## src/nfc_pkg.sv

```systemverilog
// shared constants, command bytes and carrier types of the nand host sequencer
package nfc_pkg;

  // clock and cycle conversion
  localparam int CLK_MHZ = 250;

  // least times round up to whole cycles; a zero time gives zero cycles
  function automatic int nsToCyc(input int ns);
    return (ns * CLK_MHZ + 999) / 1000;
  endfunction : nsToCyc

  // longest times round down
  function automatic int usToCyc(input int us);
    return us * CLK_MHZ;
  endfunction : usToCyc

  // bus strobe timing
  localparam int RD_ACCESS_NS = 35;
  localparam int RD_ACCESS_CYC = nsToCyc(RD_ACCESS_NS);
  localparam int BUS_CYCLE_NS = 50;
  localparam int BUS_CYCLE_CYC = nsToCyc(BUS_CYCLE_NS);
  localparam int WE_TO_BUSY_NS = 100;
  localparam int WE_TO_BUSY_CYC = nsToCyc(WE_TO_BUSY_NS);
  localparam int READY_TO_RE_NS = 20;
  localparam int READY_TO_RE_CYC = nsToCyc(READY_TO_RE_NS);
  localparam int WE_TO_RE_NS = 60;
  localparam int WE_TO_RE_CYC = nsToCyc(WE_TO_RE_NS);
  localparam int DESELECT_HOLD_NS = 100;
  localparam int DESELECT_HOLD_CYC = nsToCyc(DESELECT_HOLD_NS) + 1;

  // busy limits
  localparam int PAGE_LOAD_US = 10;
  localparam int PAGE_LOAD_CYC = usToCyc(PAGE_LOAD_US);
  localparam int PROG_US = 500;
  localparam int PROG_CYC = usToCyc(PROG_US);
  localparam int ERASE_MS = 3;
  localparam int ERASE_CYC = usToCyc(ERASE_MS * 1000);
  localparam int RST_READY_US = 5;
  localparam int RST_READY_CYC = usToCyc(RST_READY_US);
  localparam int RST_READ_US = 5;
  localparam int RST_PROG_US = 10;
  localparam int RST_ERASE_US = 500;
  localparam int TMR_W = 20;

  // command bytes
  localparam logic [7:0] CMD_PTR_A = 8'h00;
  localparam logic [7:0] CMD_PTR_B = 8'h01;
  localparam logic [7:0] CMD_PTR_C = 8'h50;
  localparam logic [7:0] CMD_PROG_LOAD = 8'h80;
  localparam logic [7:0] CMD_PROG_GO = 8'h10;
  localparam logic [7:0] CMD_ERASE_SETUP = 8'h60;
  localparam logic [7:0] CMD_ERASE_GO = 8'hD0;
  localparam logic [7:0] CMD_STATUS = 8'h70;
  localparam logic [7:0] CMD_RESET = 8'hFF;

  // array geometry and marks
  localparam logic [7:0] ERASED_BYTE = 8'hFF;
  localparam int ROW_W = 15;
  localparam int COL_W = 10;
  localparam int BLK_W = 10;
  localparam int PAGE_W = 5;
  localparam int BLOCKS = 1024;
  localparam logic [COL_W-1:0] HALF_COL = 10'h100;
  localparam logic [COL_W-1:0] SPARE_COL = 10'h200;
  localparam logic [COL_W-1:0] MARK_COL = 10'h205;
  localparam int ADDR_CYCLES = 3;
  localparam int STAT_FAIL_BIT = 0;
  localparam logic [1:0] PARTIAL_MAIN_MAX = 2'h2;
  localparam logic [1:0] PARTIAL_SPARE_MAX = 2'h3;

  // data buffer
  localparam int FIFO_W = 8;
  localparam int FIFO_DEPTH = 16;

  typedef enum logic [2:0] {OP_READ, OP_PROG, OP_ERASE, OP_RESET, OP_SCAN, OP_RETIRE} nfc_op_t;
  typedef enum logic [2:0] {ERR_NONE, ERR_BAD_BLOCK, ERR_PARTIAL, ERR_TIMEOUT, ERR_FAIL} nfc_err_t;

  typedef struct packed {
    nfc_op_t op;
    logic [ROW_W-1:0] row;
    logic [COL_W-1:0] col;
    logic [COL_W-1:0] len;
  } nfc_req_t;

  typedef struct packed {
    logic valid;
    nfc_err_t err;
    logic marked;
  } nfc_rsp_t;

  typedef struct packed {
    logic cle;
    logic ale;
    logic ceN;
    logic weN;
    logic reN;
    logic wpN;
    logic spareOff;
    logic ioOe;
    logic [7:0] ioOut;
  } nfc_pins_t;

endpackage : nfc_pkg

```

## src/nfc_fifo.sv

```systemverilog
// data fifo between the user ports and the flash data phase
`timescale 1ns/1ps
module nfc_fifo #(
  parameter int WIDTH = 8,
  parameter int DEPTH = 16
)
(
  // clock and reset
  input wire logic mclk,
  input wire logic rst,
  // fill side
  input wire logic inValid,
  output logic inReady,
  input wire logic [WIDTH-1:0] inData,
  // drain side
  output logic outValid,
  input wire logic outReady,
  output logic [WIDTH-1:0] outData
);
  localparam int AW = $clog2(DEPTH);

  logic [WIDTH-1:0] mem [DEPTH];
  logic [AW-1:0] wrPtr;
  logic [AW-1:0] rdPtr;
  logic [AW:0] count;
  logic [AW-1:0] next_wrPtr;
  logic [AW-1:0] next_rdPtr;
  logic [AW:0] next_count;
  logic push;
  logic pop;

  assign inReady = count != (AW + 1)'(DEPTH);
  assign outValid = count != '0;
  assign outData = mem[rdPtr];
  assign push = inValid && inReady;
  assign pop = outValid && outReady;

  // pointers wrap by width; depth is a power of two
  always_comb
  begin
    next_wrPtr = push ? wrPtr + 1'b1 : wrPtr;
    next_rdPtr = pop ? rdPtr + 1'b1 : rdPtr;
    next_count = count;
    if (push && !pop)
      next_count = count + 1'b1;
    else if (pop && !push)
      next_count = count - 1'b1;
  end

  always_ff @(posedge mclk)
  begin
    if (rst)
    begin
      wrPtr <= '0;
      rdPtr <= '0;
      count <= '0;
    end
    else
    begin
      wrPtr <= next_wrPtr;
      rdPtr <= next_rdPtr;
      count <= next_count;
    end
  end

  always_ff @(posedge mclk)
  begin
    if (push)
      mem[wrPtr] <= inData;
  end

endmodule : nfc_fifo

```

## src/nfc_bbt.sv

```systemverilog
// invalid-block table, one bit per block, registered read
`timescale 1ns/1ps
module nfc_bbt #(
  parameter int ENTRIES = nfc_pkg::BLOCKS
)
(
  // clock and reset
  input wire logic mclk,
  input wire logic rst,
  // single port
  input wire logic wrEn,
  input wire logic [nfc_pkg::BLK_W-1:0] addr,
  input wire logic wrBit,
  output logic rdBit
);
  import nfc_pkg::*;

  logic [ENTRIES-1:0] mark;
  logic [ENTRIES-1:0] next_mark;
  logic next_rdBit;

  always_comb
  begin
    next_mark = mark;
    if (wrEn)
      next_mark[addr] = wrBit;
    next_rdBit = mark[addr];
  end

  always_ff @(posedge mclk)
  begin
    if (rst)
    begin
      mark <= '0;
      rdBit <= 1'b0;
    end
    else
    begin
      mark <= next_mark;
      rdBit <= next_rdBit;
    end
  end

endmodule : nfc_bbt

```

## src/nfc_host.sv

```systemverilog
// host-side sequencer that drives a byte-wide nand flash through its pins
// Operation
// - at most 2 main and 3 spare partial programs per page between erases (this host counts them for the last programmed page, lastRow, only)
// - end sequential read by holding select high over 100 ns
// - block invalid when column 517 of page 0 or 1 is not FFh
// - build table from factory marks, never erase them
// - avoid invalid blocks by mapping (this host does not map; it refuses them with ERR_BAD_BLOCK); block 0 is always valid
// - failed erase or program status retires the block
// - failed verify: replace block or correct with ecc
// - single-bit errors should be fixed by ecc, not retirement
`timescale 1ns/1ps
module nfc_host #(
  parameter int PROG_TIMEOUT_CYC = nfc_pkg::PROG_CYC,
  parameter int ERASE_TIMEOUT_CYC = nfc_pkg::ERASE_CYC
)
(
  // clock and reset
  input wire logic mclk,
  input wire logic rst,
  // operation requests
  input wire logic reqValid,
  output logic reqReady,
  input wire nfc_pkg::nfc_req_t req,
  output nfc_pkg::nfc_rsp_t rsp,
  // program data in
  input wire logic wrValid,
  output logic wrReady,
  input wire logic [7:0] wrData,
  // read data out
  output logic rdValid,
  input wire logic rdReady,
  output logic [7:0] rdData,
  // flash pins
  output nfc_pkg::nfc_pins_t pins,
  input wire logic [7:0] ioIn,
  input wire logic rbIn
);
  import nfc_pkg::*;

  typedef enum logic [3:0] {S_IDLE, S_LOOK, S_CHECK, S_CMD, S_ADDR, S_WDATA, S_CMD2, S_WB, S_BUSY,
    S_GAP, S_RDATA, S_STAT_CMD, S_STAT_RD, S_CEH, S_DONE} nfc_state_t;

  localparam logic [3:0] PH_SAMPLE = 4'(RD_ACCESS_CYC);
  localparam logic [3:0] PH_LAST = 4'(BUS_CYCLE_CYC - 1);

  nfc_state_t state, next_state;
  logic [3:0] phCnt, next_phCnt;
  logic [TMR_W-1:0] tmr, next_tmr;
  logic [COL_W-1:0] byteCnt, next_byteCnt;
  logic [1:0] addrIdx, next_addrIdx;
  logic ptrDone, next_ptrDone;
  nfc_req_t cur, next_cur;
  logic found, next_found;
  nfc_err_t err, next_err;
  logic [ROW_W-1:0] lastRow, next_lastRow;
  logic [1:0] mainCnt, next_mainCnt;
  logic [1:0] spareCnt, next_spareCnt;
  nfc_pins_t next_pins;
  nfc_rsp_t next_rsp;
  logic next_reqReady;

  logic fifoInValid, fifoInReady, fifoOutValid, fifoOutReady;
  logic [7:0] fifoInData, fifoOutData;
  logic tblWe, tblWd, tblRd;
  logic reading, progActive, readPush, progPop, isSpare, blockBad, partialOver;
  logic wrStrobe, rdStrobe, go, lowNext, strobeEnd, sampleNow;
  logic [TMR_W-1:0] busyLimit;

  function automatic logic [7:0] ptrCmd(input logic [COL_W-1:0] col);
    if (col >= SPARE_COL)
      return CMD_PTR_C;
    else if (col >= HALF_COL)
      return CMD_PTR_B;
    return CMD_PTR_A;
  endfunction : ptrCmd

  // shared buffer: read data fills it, program data drains it
  assign reading = cur.op == OP_READ && !reqReady;
  assign progActive = cur.op == OP_PROG && !reqReady;
  assign fifoInValid = reading ? readPush : wrValid;
  assign fifoInData = reading ? ioIn : wrData;
  assign wrReady = fifoInReady && !reading;
  assign fifoOutReady = progActive ? progPop : rdReady;
  assign rdValid = fifoOutValid && !progActive;
  assign rdData = fifoOutData;

  nfc_fifo #(.WIDTH(FIFO_W), .DEPTH(FIFO_DEPTH)) dataFifo (
    .mclk(mclk),
    .rst(rst),
    .inValid(fifoInValid),
    .inReady(fifoInReady),
    .inData(fifoInData),
    .outValid(fifoOutValid),
    .outReady(fifoOutReady),
    .outData(fifoOutData)
  );

  nfc_bbt #(.ENTRIES(BLOCKS)) blockTable (
    .mclk(mclk),
    .rst(rst),
    .wrEn(tblWe),
    .addr(cur.row[ROW_W-1:PAGE_W]),
    .wrBit(tblWd),
    .rdBit(tblRd)
  );

  assign isSpare = cur.col >= SPARE_COL;
  assign blockBad = tblRd && cur.row[ROW_W-1:PAGE_W] != '0;
  assign partialOver = cur.row == lastRow && (isSpare ? spareCnt >= PARTIAL_SPARE_MAX : mainCnt >= PARTIAL_MAIN_MAX);
  assign wrStrobe = state inside {S_CMD, S_ADDR, S_WDATA, S_CMD2, S_STAT_CMD};
  assign rdStrobe = state inside {S_RDATA, S_STAT_RD};
  assign go = state == S_WDATA ? fifoOutValid : (state == S_RDATA ? cur.op == OP_SCAN || fifoInReady : 1'b1);
  assign lowNext = (wrStrobe || rdStrobe) && ((phCnt == '0 && go) || (phCnt != '0 && phCnt < PH_SAMPLE));
  assign strobeEnd = (wrStrobe || rdStrobe) && phCnt == PH_LAST;
  assign sampleNow = rdStrobe && phCnt == PH_SAMPLE;
  assign readPush = sampleNow && state == S_RDATA && cur.op == OP_READ;
  assign progPop = state == S_WDATA && phCnt == '0 && fifoOutValid;
  assign tblWe = state == S_DONE && (cur.op == OP_SCAN || cur.op == OP_RETIRE || err == ERR_FAIL);
  assign tblWd = cur.op == OP_SCAN ? found : 1'b1;

  always_comb
  begin
    case (cur.op)
      OP_READ, OP_SCAN: busyLimit = TMR_W'(PAGE_LOAD_CYC);
      OP_PROG: busyLimit = TMR_W'(PROG_TIMEOUT_CYC);
      OP_ERASE: busyLimit = TMR_W'(ERASE_TIMEOUT_CYC);
      default: busyLimit = TMR_W'(RST_READY_CYC);
    endcase
  end

  always_comb
  begin
    next_state = state;
    next_byteCnt = byteCnt;
    next_addrIdx = addrIdx;
    next_ptrDone = ptrDone;
    next_cur = cur;
    next_found = found;
    next_err = err;
    next_lastRow = lastRow;
    next_mainCnt = mainCnt;
    next_spareCnt = spareCnt;
    next_reqReady = reqReady;
    next_rsp = rsp;
    next_rsp.valid = 1'b0;
    next_pins = pins;
    next_phCnt = '0;
    if ((wrStrobe || rdStrobe) && (phCnt != '0 || go))
      next_phCnt = strobeEnd ? 4'h0 : phCnt + 4'h1;
    case (state)
      S_IDLE:
      begin
        if (reqValid && reqReady)
        begin
          next_cur = req;
          next_reqReady = 1'b0;
          next_err = ERR_NONE;
          next_found = 1'b0;
          next_ptrDone = 1'b0;
          next_byteCnt = '0;
          if (req.op == OP_SCAN)
          begin
            next_cur.row[PAGE_W-1:0] = '0;
            next_cur.col = MARK_COL;
            next_cur.len = 10'h001;
          end
          next_state = req.op == OP_RETIRE ? S_DONE : S_LOOK;
        end
      end
      S_LOOK: next_state = S_CHECK;
      S_CHECK:
      begin
        next_state = S_CMD;
        if (cur.op != OP_RESET && cur.op != OP_SCAN && blockBad)
        begin
          next_err = ERR_BAD_BLOCK;
          next_state = S_DONE;
        end
        else if (cur.op == OP_PROG && partialOver)
        begin
          next_err = ERR_PARTIAL;
          next_state = S_DONE;
        end
        else if (cur.op == OP_PROG)
        begin
          next_lastRow = cur.row;
          next_mainCnt = (cur.row == lastRow ? mainCnt : 2'h0) + {1'b0, !isSpare};
          next_spareCnt = (cur.row == lastRow ? spareCnt : 2'h0) + {1'b0, isSpare};
        end
        else if (cur.op == OP_ERASE && cur.row[ROW_W-1:PAGE_W] == lastRow[ROW_W-1:PAGE_W])
        begin
          next_mainCnt = 2'h0;
          next_spareCnt = 2'h0;
        end
      end
      S_CMD:
      begin
        case (cur.op)
          OP_PROG: next_pins.ioOut = ptrDone ? CMD_PROG_LOAD : ptrCmd(cur.col);
          OP_ERASE: next_pins.ioOut = CMD_ERASE_SETUP;
          OP_RESET: next_pins.ioOut = CMD_RESET;
          default: next_pins.ioOut = ptrCmd(cur.col);
        endcase
        if (strobeEnd)
        begin
          next_addrIdx = 2'h0;
          if (cur.op == OP_PROG && !ptrDone)
            next_ptrDone = 1'b1;
          else
            next_state = cur.op == OP_RESET ? S_WB : S_ADDR;
        end
      end
      S_ADDR:
      begin
        case (addrIdx)
          2'h0: next_pins.ioOut = isSpare ? {4'h0, cur.col[3:0]} : cur.col[7:0];
          2'h1: next_pins.ioOut = cur.row[7:0];
          default: next_pins.ioOut = {1'b0, cur.row[ROW_W-1:8]};
        endcase
        if (strobeEnd)
        begin
          next_addrIdx = addrIdx + 2'h1;
          if (addrIdx == 2'(ADDR_CYCLES - 1))
            next_state = cur.op == OP_PROG ? S_WDATA : (cur.op == OP_ERASE ? S_CMD2 : S_WB);
        end
      end
      S_WDATA:
      begin
        if (progPop)
          next_pins.ioOut = fifoOutData;
        if (strobeEnd)
        begin
          next_byteCnt = byteCnt + 10'h001;
          if (byteCnt + 10'h001 >= cur.len)
            next_state = S_CMD2;
        end
      end
      S_CMD2:
      begin
        next_pins.ioOut = cur.op == OP_PROG ? CMD_PROG_GO : CMD_ERASE_GO;
        if (strobeEnd)
          next_state = S_WB;
      end
      S_WB:
        if (tmr == TMR_W'(WE_TO_BUSY_CYC - 1))
          next_state = S_BUSY;
      S_BUSY:
      begin
        if (rbIn)
          next_state = cur.op == OP_RESET ? S_CEH : (cur.op inside {OP_PROG, OP_ERASE} ? S_STAT_CMD : S_GAP);
        else if (tmr >= busyLimit)
        begin
          next_err = ERR_TIMEOUT;
          next_state = S_CEH;
        end
      end
      S_GAP:
      begin
        if (cur.op inside {OP_READ, OP_SCAN})
        begin
          if (tmr == TMR_W'(READY_TO_RE_CYC - 1))
            next_state = S_RDATA;
        end
        else if (tmr == TMR_W'(WE_TO_RE_CYC - 1))
          next_state = S_STAT_RD;
      end
      S_RDATA:
      begin
        if (sampleNow && cur.op == OP_SCAN && ioIn != ERASED_BYTE)
          next_found = 1'b1;
        if (strobeEnd)
        begin
          next_byteCnt = byteCnt + 10'h001;
          if (byteCnt + 10'h001 >= cur.len)
            next_state = S_CEH;
        end
      end
      S_STAT_CMD:
      begin
        next_pins.ioOut = CMD_STATUS;
        if (strobeEnd)
          next_state = S_GAP;
      end
      S_STAT_RD:
      begin
        if (sampleNow && ioIn[STAT_FAIL_BIT])
          next_err = ERR_FAIL;
        if (strobeEnd)
          next_state = S_CEH;
      end
      S_CEH:
      begin
        if (tmr == TMR_W'(DESELECT_HOLD_CYC - 1))
        begin
          next_state = S_DONE;
          if (cur.op == OP_SCAN && !found && !cur.row[0] && err == ERR_NONE)
          begin
            next_cur.row[0] = 1'b1;
            next_byteCnt = '0;
            next_state = S_CMD;
          end
        end
      end
      S_DONE:
      begin
        next_rsp.valid = 1'b1;
        next_rsp.err = err;
        next_rsp.marked = tblWe && tblWd;
        next_reqReady = 1'b1;
        next_state = S_IDLE;
      end
      default: next_state = S_IDLE;
    endcase
    next_tmr = next_state != state ? '0 : tmr + 1'b1;
    next_pins.ceN = state inside {S_IDLE, S_LOOK, S_CHECK, S_CEH, S_DONE};
    next_pins.cle = state inside {S_CMD, S_CMD2, S_STAT_CMD};
    next_pins.ale = state == S_ADDR;
    next_pins.weN = !(wrStrobe && lowNext);
    next_pins.reN = !(rdStrobe && lowNext);
    next_pins.ioOe = wrStrobe;
    next_pins.wpN = cur.op inside {OP_PROG, OP_ERASE} && !(state inside {S_IDLE, S_LOOK, S_CHECK, S_DONE});
    next_pins.spareOff = 1'b0;
  end

  always_ff @(posedge mclk)
  begin
    if (rst)
    begin
      state <= S_IDLE;
      phCnt <= '0;
      tmr <= '0;
      byteCnt <= '0;
      addrIdx <= '0;
      ptrDone <= 1'b0;
      cur <= '0;
      found <= 1'b0;
      err <= ERR_NONE;
      lastRow <= '0;
      mainCnt <= '0;
      spareCnt <= '0;
      pins <= '{cle: 1'b0, ale: 1'b0, ceN: 1'b1, weN: 1'b1, reN: 1'b1, wpN: 1'b0, spareOff: 1'b0, ioOe: 1'b0,
        ioOut: 8'h00};
      rsp <= '0;
      reqReady <= 1'b1;
    end
    else
    begin
      state <= next_state;
      phCnt <= next_phCnt;
      tmr <= next_tmr;
      byteCnt <= next_byteCnt;
      addrIdx <= next_addrIdx;
      ptrDone <= next_ptrDone;
      cur <= next_cur;
      found <= next_found;
      err <= next_err;
      lastRow <= next_lastRow;
      mainCnt <= next_mainCnt;
      spareCnt <= next_spareCnt;
      pins <= next_pins;
      rsp <= next_rsp;
      reqReady <= next_reqReady;
    end
  end

  // helpers for the checks below
  logic [7:0] ceHighCnt;
  logic [2:0] aleRises;

  always_ff @(posedge mclk)
  begin
    if (rst)
    begin
      ceHighCnt <= 8'hFF;
      aleRises <= 3'h0;
    end
    else
    begin
      ceHighCnt <= !pins.ceN ? 8'h00 : (ceHighCnt == 8'hFF ? ceHighCnt : ceHighCnt + 8'h01);
      if (state == S_IDLE || state == S_CEH)
        aleRises <= 3'h0;
      else if (pins.ale && !pins.weN && next_pins.weN)
        aleRises <= aleRises + 3'h1;
    end
  end
endmodule : nfc_host

```

## config.mk

```make
export PLATFORM = sky130hd
export DESIGN_NAME = nfc_host
export DESIGN_NICKNAME = d
export VERILOG_FILES = /design/src/nfc_pkg.sv /design/src/nfc_fifo.sv /design/src/nfc_bbt.sv /design/src/nfc_host.sv
export SDC_FILE = /design/constraint.sdc
export NUM_CORES = 2
export LEC_CHECK = 0
export BUFFER_PORTS_ARGS = -buffer_cell sky130_fd_sc_hd__buf_2
export CAP_MARGIN = 40
export CORE_MARGIN = 1.5
export CORE_UTILIZATION = 30
export CTS_BUF_LIST = sky130_fd_sc_hd__clkbuf_8 sky130_fd_sc_hd__clkbuf_16
export CTS_CLUSTER_DIAMETER = 150
export CTS_CLUSTER_SIZE = 30
export DETAILED_ROUTE_END_ITERATION = 10
export GPL_TIMING_DRIVEN = 0
export HOLD_SLACK_MARGIN = 0.03
export PLACE_DENSITY = 0.5
export REMOVE_ABC_BUFFERS = 1
export SLEW_MARGIN = 20
export SYNTH_ARGS = -nofsm -noshare
export SYNTH_HDL_FRONTEND = slang
export SYNTH_SLANG_ARGS = --single-unit
```

## constraint.sdc

```tcl
create_clock -name mclk -period 7.17 [get_ports mclk]
set_clock_uncertainty 0.2 [all_clocks]
set_input_delay 1.434 -clock mclk [delete_from_list [all_inputs] [get_ports mclk]]
set_output_delay 1.434 -clock mclk [all_outputs]
set_load 0.005 [all_outputs]
```

==> flow_metrics.env <==
export IMPL_drv_cap=0
export IMPL_antenna_found_initial=1
export IMPL_ys_warn_count=0
export IMPL_layout_nets=5812
export IMPL_dr_pass1_iters=6
export IMPL_top_layer_used="met4"
export IMPL_grt_usage_pct=19.9
export IMPL_pin_count=92
export IMPL_gp_congestion=0.828
export IMPL_power_density_mw_per_mm2=228
export IMPL_hp_class="register to register"
export IMPL_ctsHtreeMaxLevel=2
export IMPL_fp_coreArea_sq_mm=0.195
export IMPL_numCtsBuffers=49
export IMPL_relSlewSlack_pct=37.4
export IMPL_required_ns=7.55
export IMPL_layout_commonest_cell="dfxtp_1"
export IMPL_grt_overflow=0
export IMPL_drtAntennaViolNets=0
export IMPL_ys_ff_latch=1293
export IMPL_cts_root_buf="clkbuf_16"
export IMPL_wl_met1_mm=91.5
export IMPL_hpwl_mm=138
export IMPL_status="finished clean"
export IMPL_drc=0
export IMPL_routed_wl_met3_mm=11.6
export IMPL_endpoint_kind="register"
export IMPL_placementRows=162
export IMPL_die_height_um=446
export IMPL_clock_sinks=1293
export IMPL_critical_path_top_delay_family="buffers and inverters"
export IMPL_crit_path_frequent_cell="buf_2"
export IMPL_grt_first_pass_wirelength_mm=306
export IMPL_ir_worst_vdd_v=0.000267
export IMPL_final_cell_mix="dfxtp_1, a21oi_1, a311oi_1"
export IMPL_rrSetupSlack_ns=1.83
export IMPL_portBuffers=90
export IMPL_cp_arrival_ns=5.72
export IMPL_syn_to_final_growth_pct=13.6
export IMPL_avgViaCountPerCell=5.93
export IMPL_fmax_mhz=187
export IMPL_hold_buffers=0
export IMPL_total_power_uw=15300
export IMPL_dieArea_sq_mm=0.199
export IMPL_slew_viol_final=0
export IMPL_start_util_pct=30.2
export IMPL_tns_ns=0
export IMPL_cts_resized=0
export IMPL_routed_wl_mm=206
export IMPL_p_leak_uw=0.0186
export IMPL_synth_edf_count=128
export IMPL_synth_area_sq_mm=0.0589
export IMPL_path_cells="nor4b_2, buf_2, buf_4, buf_4, buf_4, buf_2, buf_2, buf_4, buf_2, buf_2, buf_2, buf_2, buf_2, buf_2, buf_4, buf_4, buf_2, buf_2, a311oi_1"
export IMPL_critPathLaunchType="register"
export IMPL_avgRoutedWirePerCell_um=24.7
export IMPL_vias=49400
export IMPL_seq_area_frac_synth_pct=46.1
export IMPL_syn_inst=5999
export IMPL_max_stage_delay_ns=0.74
export IMPL_postSynthAreaPerCell_sq_um=9.82
export IMPL_clockBufferDepth=3
export IMPL_clk_pin_slew_ns=0.12
export IMPL_path_buf_inv=17
export IMPL_drt_iter0_drc=5306
export IMPL_crit_type="register to register"
export IMPL_crit_fanout=15
export IMPL_clk_latency_ns=0.75
export IMPL_min_period_ns=5.34
export IMPL_cts_tree="built"
export IMPL_route_met2_wl_mm=97.4
export IMPL_grt_pass1_vias=45400
export IMPL_rsz0062_at_grt="no"
export IMPL_tightestPinTransition_ns=0.931
export IMPL_drive_above_1_share_pct=12.9
export IMPL_async_flop_share_pct=0
export IMPL_hold_viol_final=0
export IMPL_period_share_pct=74.4
export IMPL_slowest_stage="dfxtp_1"
export IMPL_cts_setup_buffers=0
export IMPL_die_w_um=446
export IMPL_nFillCells=19500
export IMPL_synth_ff_type="dfxtp_1"
export IMPL_grt_max_degree=168
export IMPL_whs_ns=0.260
export IMPL_yosysUniqueCellTypes=79
export IMPL_setup_violations_final=0
## final timing paths
kind              startpoint  depth (start not counted)                   end
setup reg to reg     cur[37]                         19  blockTable.mark[724]
hold / removal        cur[7]                          2                cur[7]
setup / recovery     cur[37]                         19  blockTable.mark[724]
hold reg to reg       cur[7]                          2                cur[7]
## synthesized netlist by cell type, types with 13 or more instances
cell / number / share of area [%]
edfxtp_1: 128 / 6.5
buf_1: 14 / 0.089
nand4_1: 21 / 0.22
a311oi_2: 22 / 0.56
nor2_1: 219 / 1.4
dfxtp_1: 1165 / 40
buf_2: 195 / 1.7
mux4_2: 72 / 2.8
a311oi_1: 1008 / 15
a31oi_1: 13 / 0.14
nor4_1: 70 / 0.74
a211oi_1: 15 / 0.19
ha_1: 49 / 1.0
nor2b_1: 14 / 0.15
nor2_2: 23 / 0.24
a21oi_1: 1136 / 9.6
o22ai_1: 182 / 1.9
nand3_1: 51 / 0.43
xnor2_1: 13 / 0.19
o21ai_0: 35 / 0.30
o22a_1: 13 / 0.19
inv_1: 37 / 0.24
nor3_1: 37 / 0.31
nand2_1: 141 / 0.90
mux2i_1: 462 / 7.8
o2111ai_1: 19 / 0.28
and3_1: 19 / 0.20
nand3b_1: 18 / 0.23
xor2_1: 42 / 0.62
clkbuf_1: 585 / 3.7
## metrics by stage
stage / setup WS [ns] / util [%] / instances / area [sq um]
2_1_floorplan: -77.14 / - / 5187 / 55500
3_3_place_gp: -131.14 / 30.4 / 7901 / 59300
3_5_place_dp: 1.99 / 33.5 / 8265 / 65400
4_1_cts: 1.99 / 34.2 / 8328 / 66800
5_1_grt: 1.61 / 34.3 / 8339 / 66900
6_report: 1.83 / 34.3 / 8339 / 66900
## power by group
part / internal [uW] / switching, uW / total [uW] / leakage [uW]
logic: 1310 / 2530 / 3850 / 0.00738
clock network: 1290 / 2400 / 3680 / 0.000692
registers: 7470 / 275 / 7750 / 0.0105
## state kept, by name, summed over array words and instances, names as in the netlist, 5 cells and up, named ones only
signal / cells
blockTable.mark: 1024
dataFifo.mem: 128
cur: 38
tmr: 20
lastRow: 15
pins: 15
byteCnt: 10
dataFifo.count: 5
rsp: 5
## worst min-delay path: cells and delay by family, from the launching register on
| family | cells | cell delay [ns] |
|---|---|---|
| AO/OA/AOI/OAI | 1 | 0.05 |
| flip-flops | 1 | 0.33 |
| AND/OR/NAND/NOR | 1 | 0.05 |
## metal layers
metal  global-route usage (%)  up-vias
li1                         -    23000
met1                     27.6    24500
met2                     32.7     1695
met3                     2.07      238
met4                     5.14        0
met5                        0        -
## logic make-up after synthesis
logic type,Yosys count,share of synthesized area [%]
AOI/OAI and AO/OA,2508,29.1
adders and majority gates,50,1.07
and+or+nand+nor,697,6.07
buffers and inverters,850,5.98
muxes,545,10.8
xor gates and xnor gates,55,0.818
DFF,1293,46.1
other,1,0.00636
## area by class of cell
class / instances / area, sq um / share of cell area, %
multi-input cells: 3856 / 28700 / 42.9
flip-flops and latches: 1293 / 27200 / 40.6
repair buffers: 464 / 6200 / 9.26
well taps: 2624 / 3280 / 4.91
clock buffers: 50 / 1250 / 1.87
inverters: 38 / 143 / 0.213
clock inverters: 13 / 110 / 0.165
diodes: 1 / 2.50 / 0.00374
No activity file was read; power rests on OpenSTA's default activity.
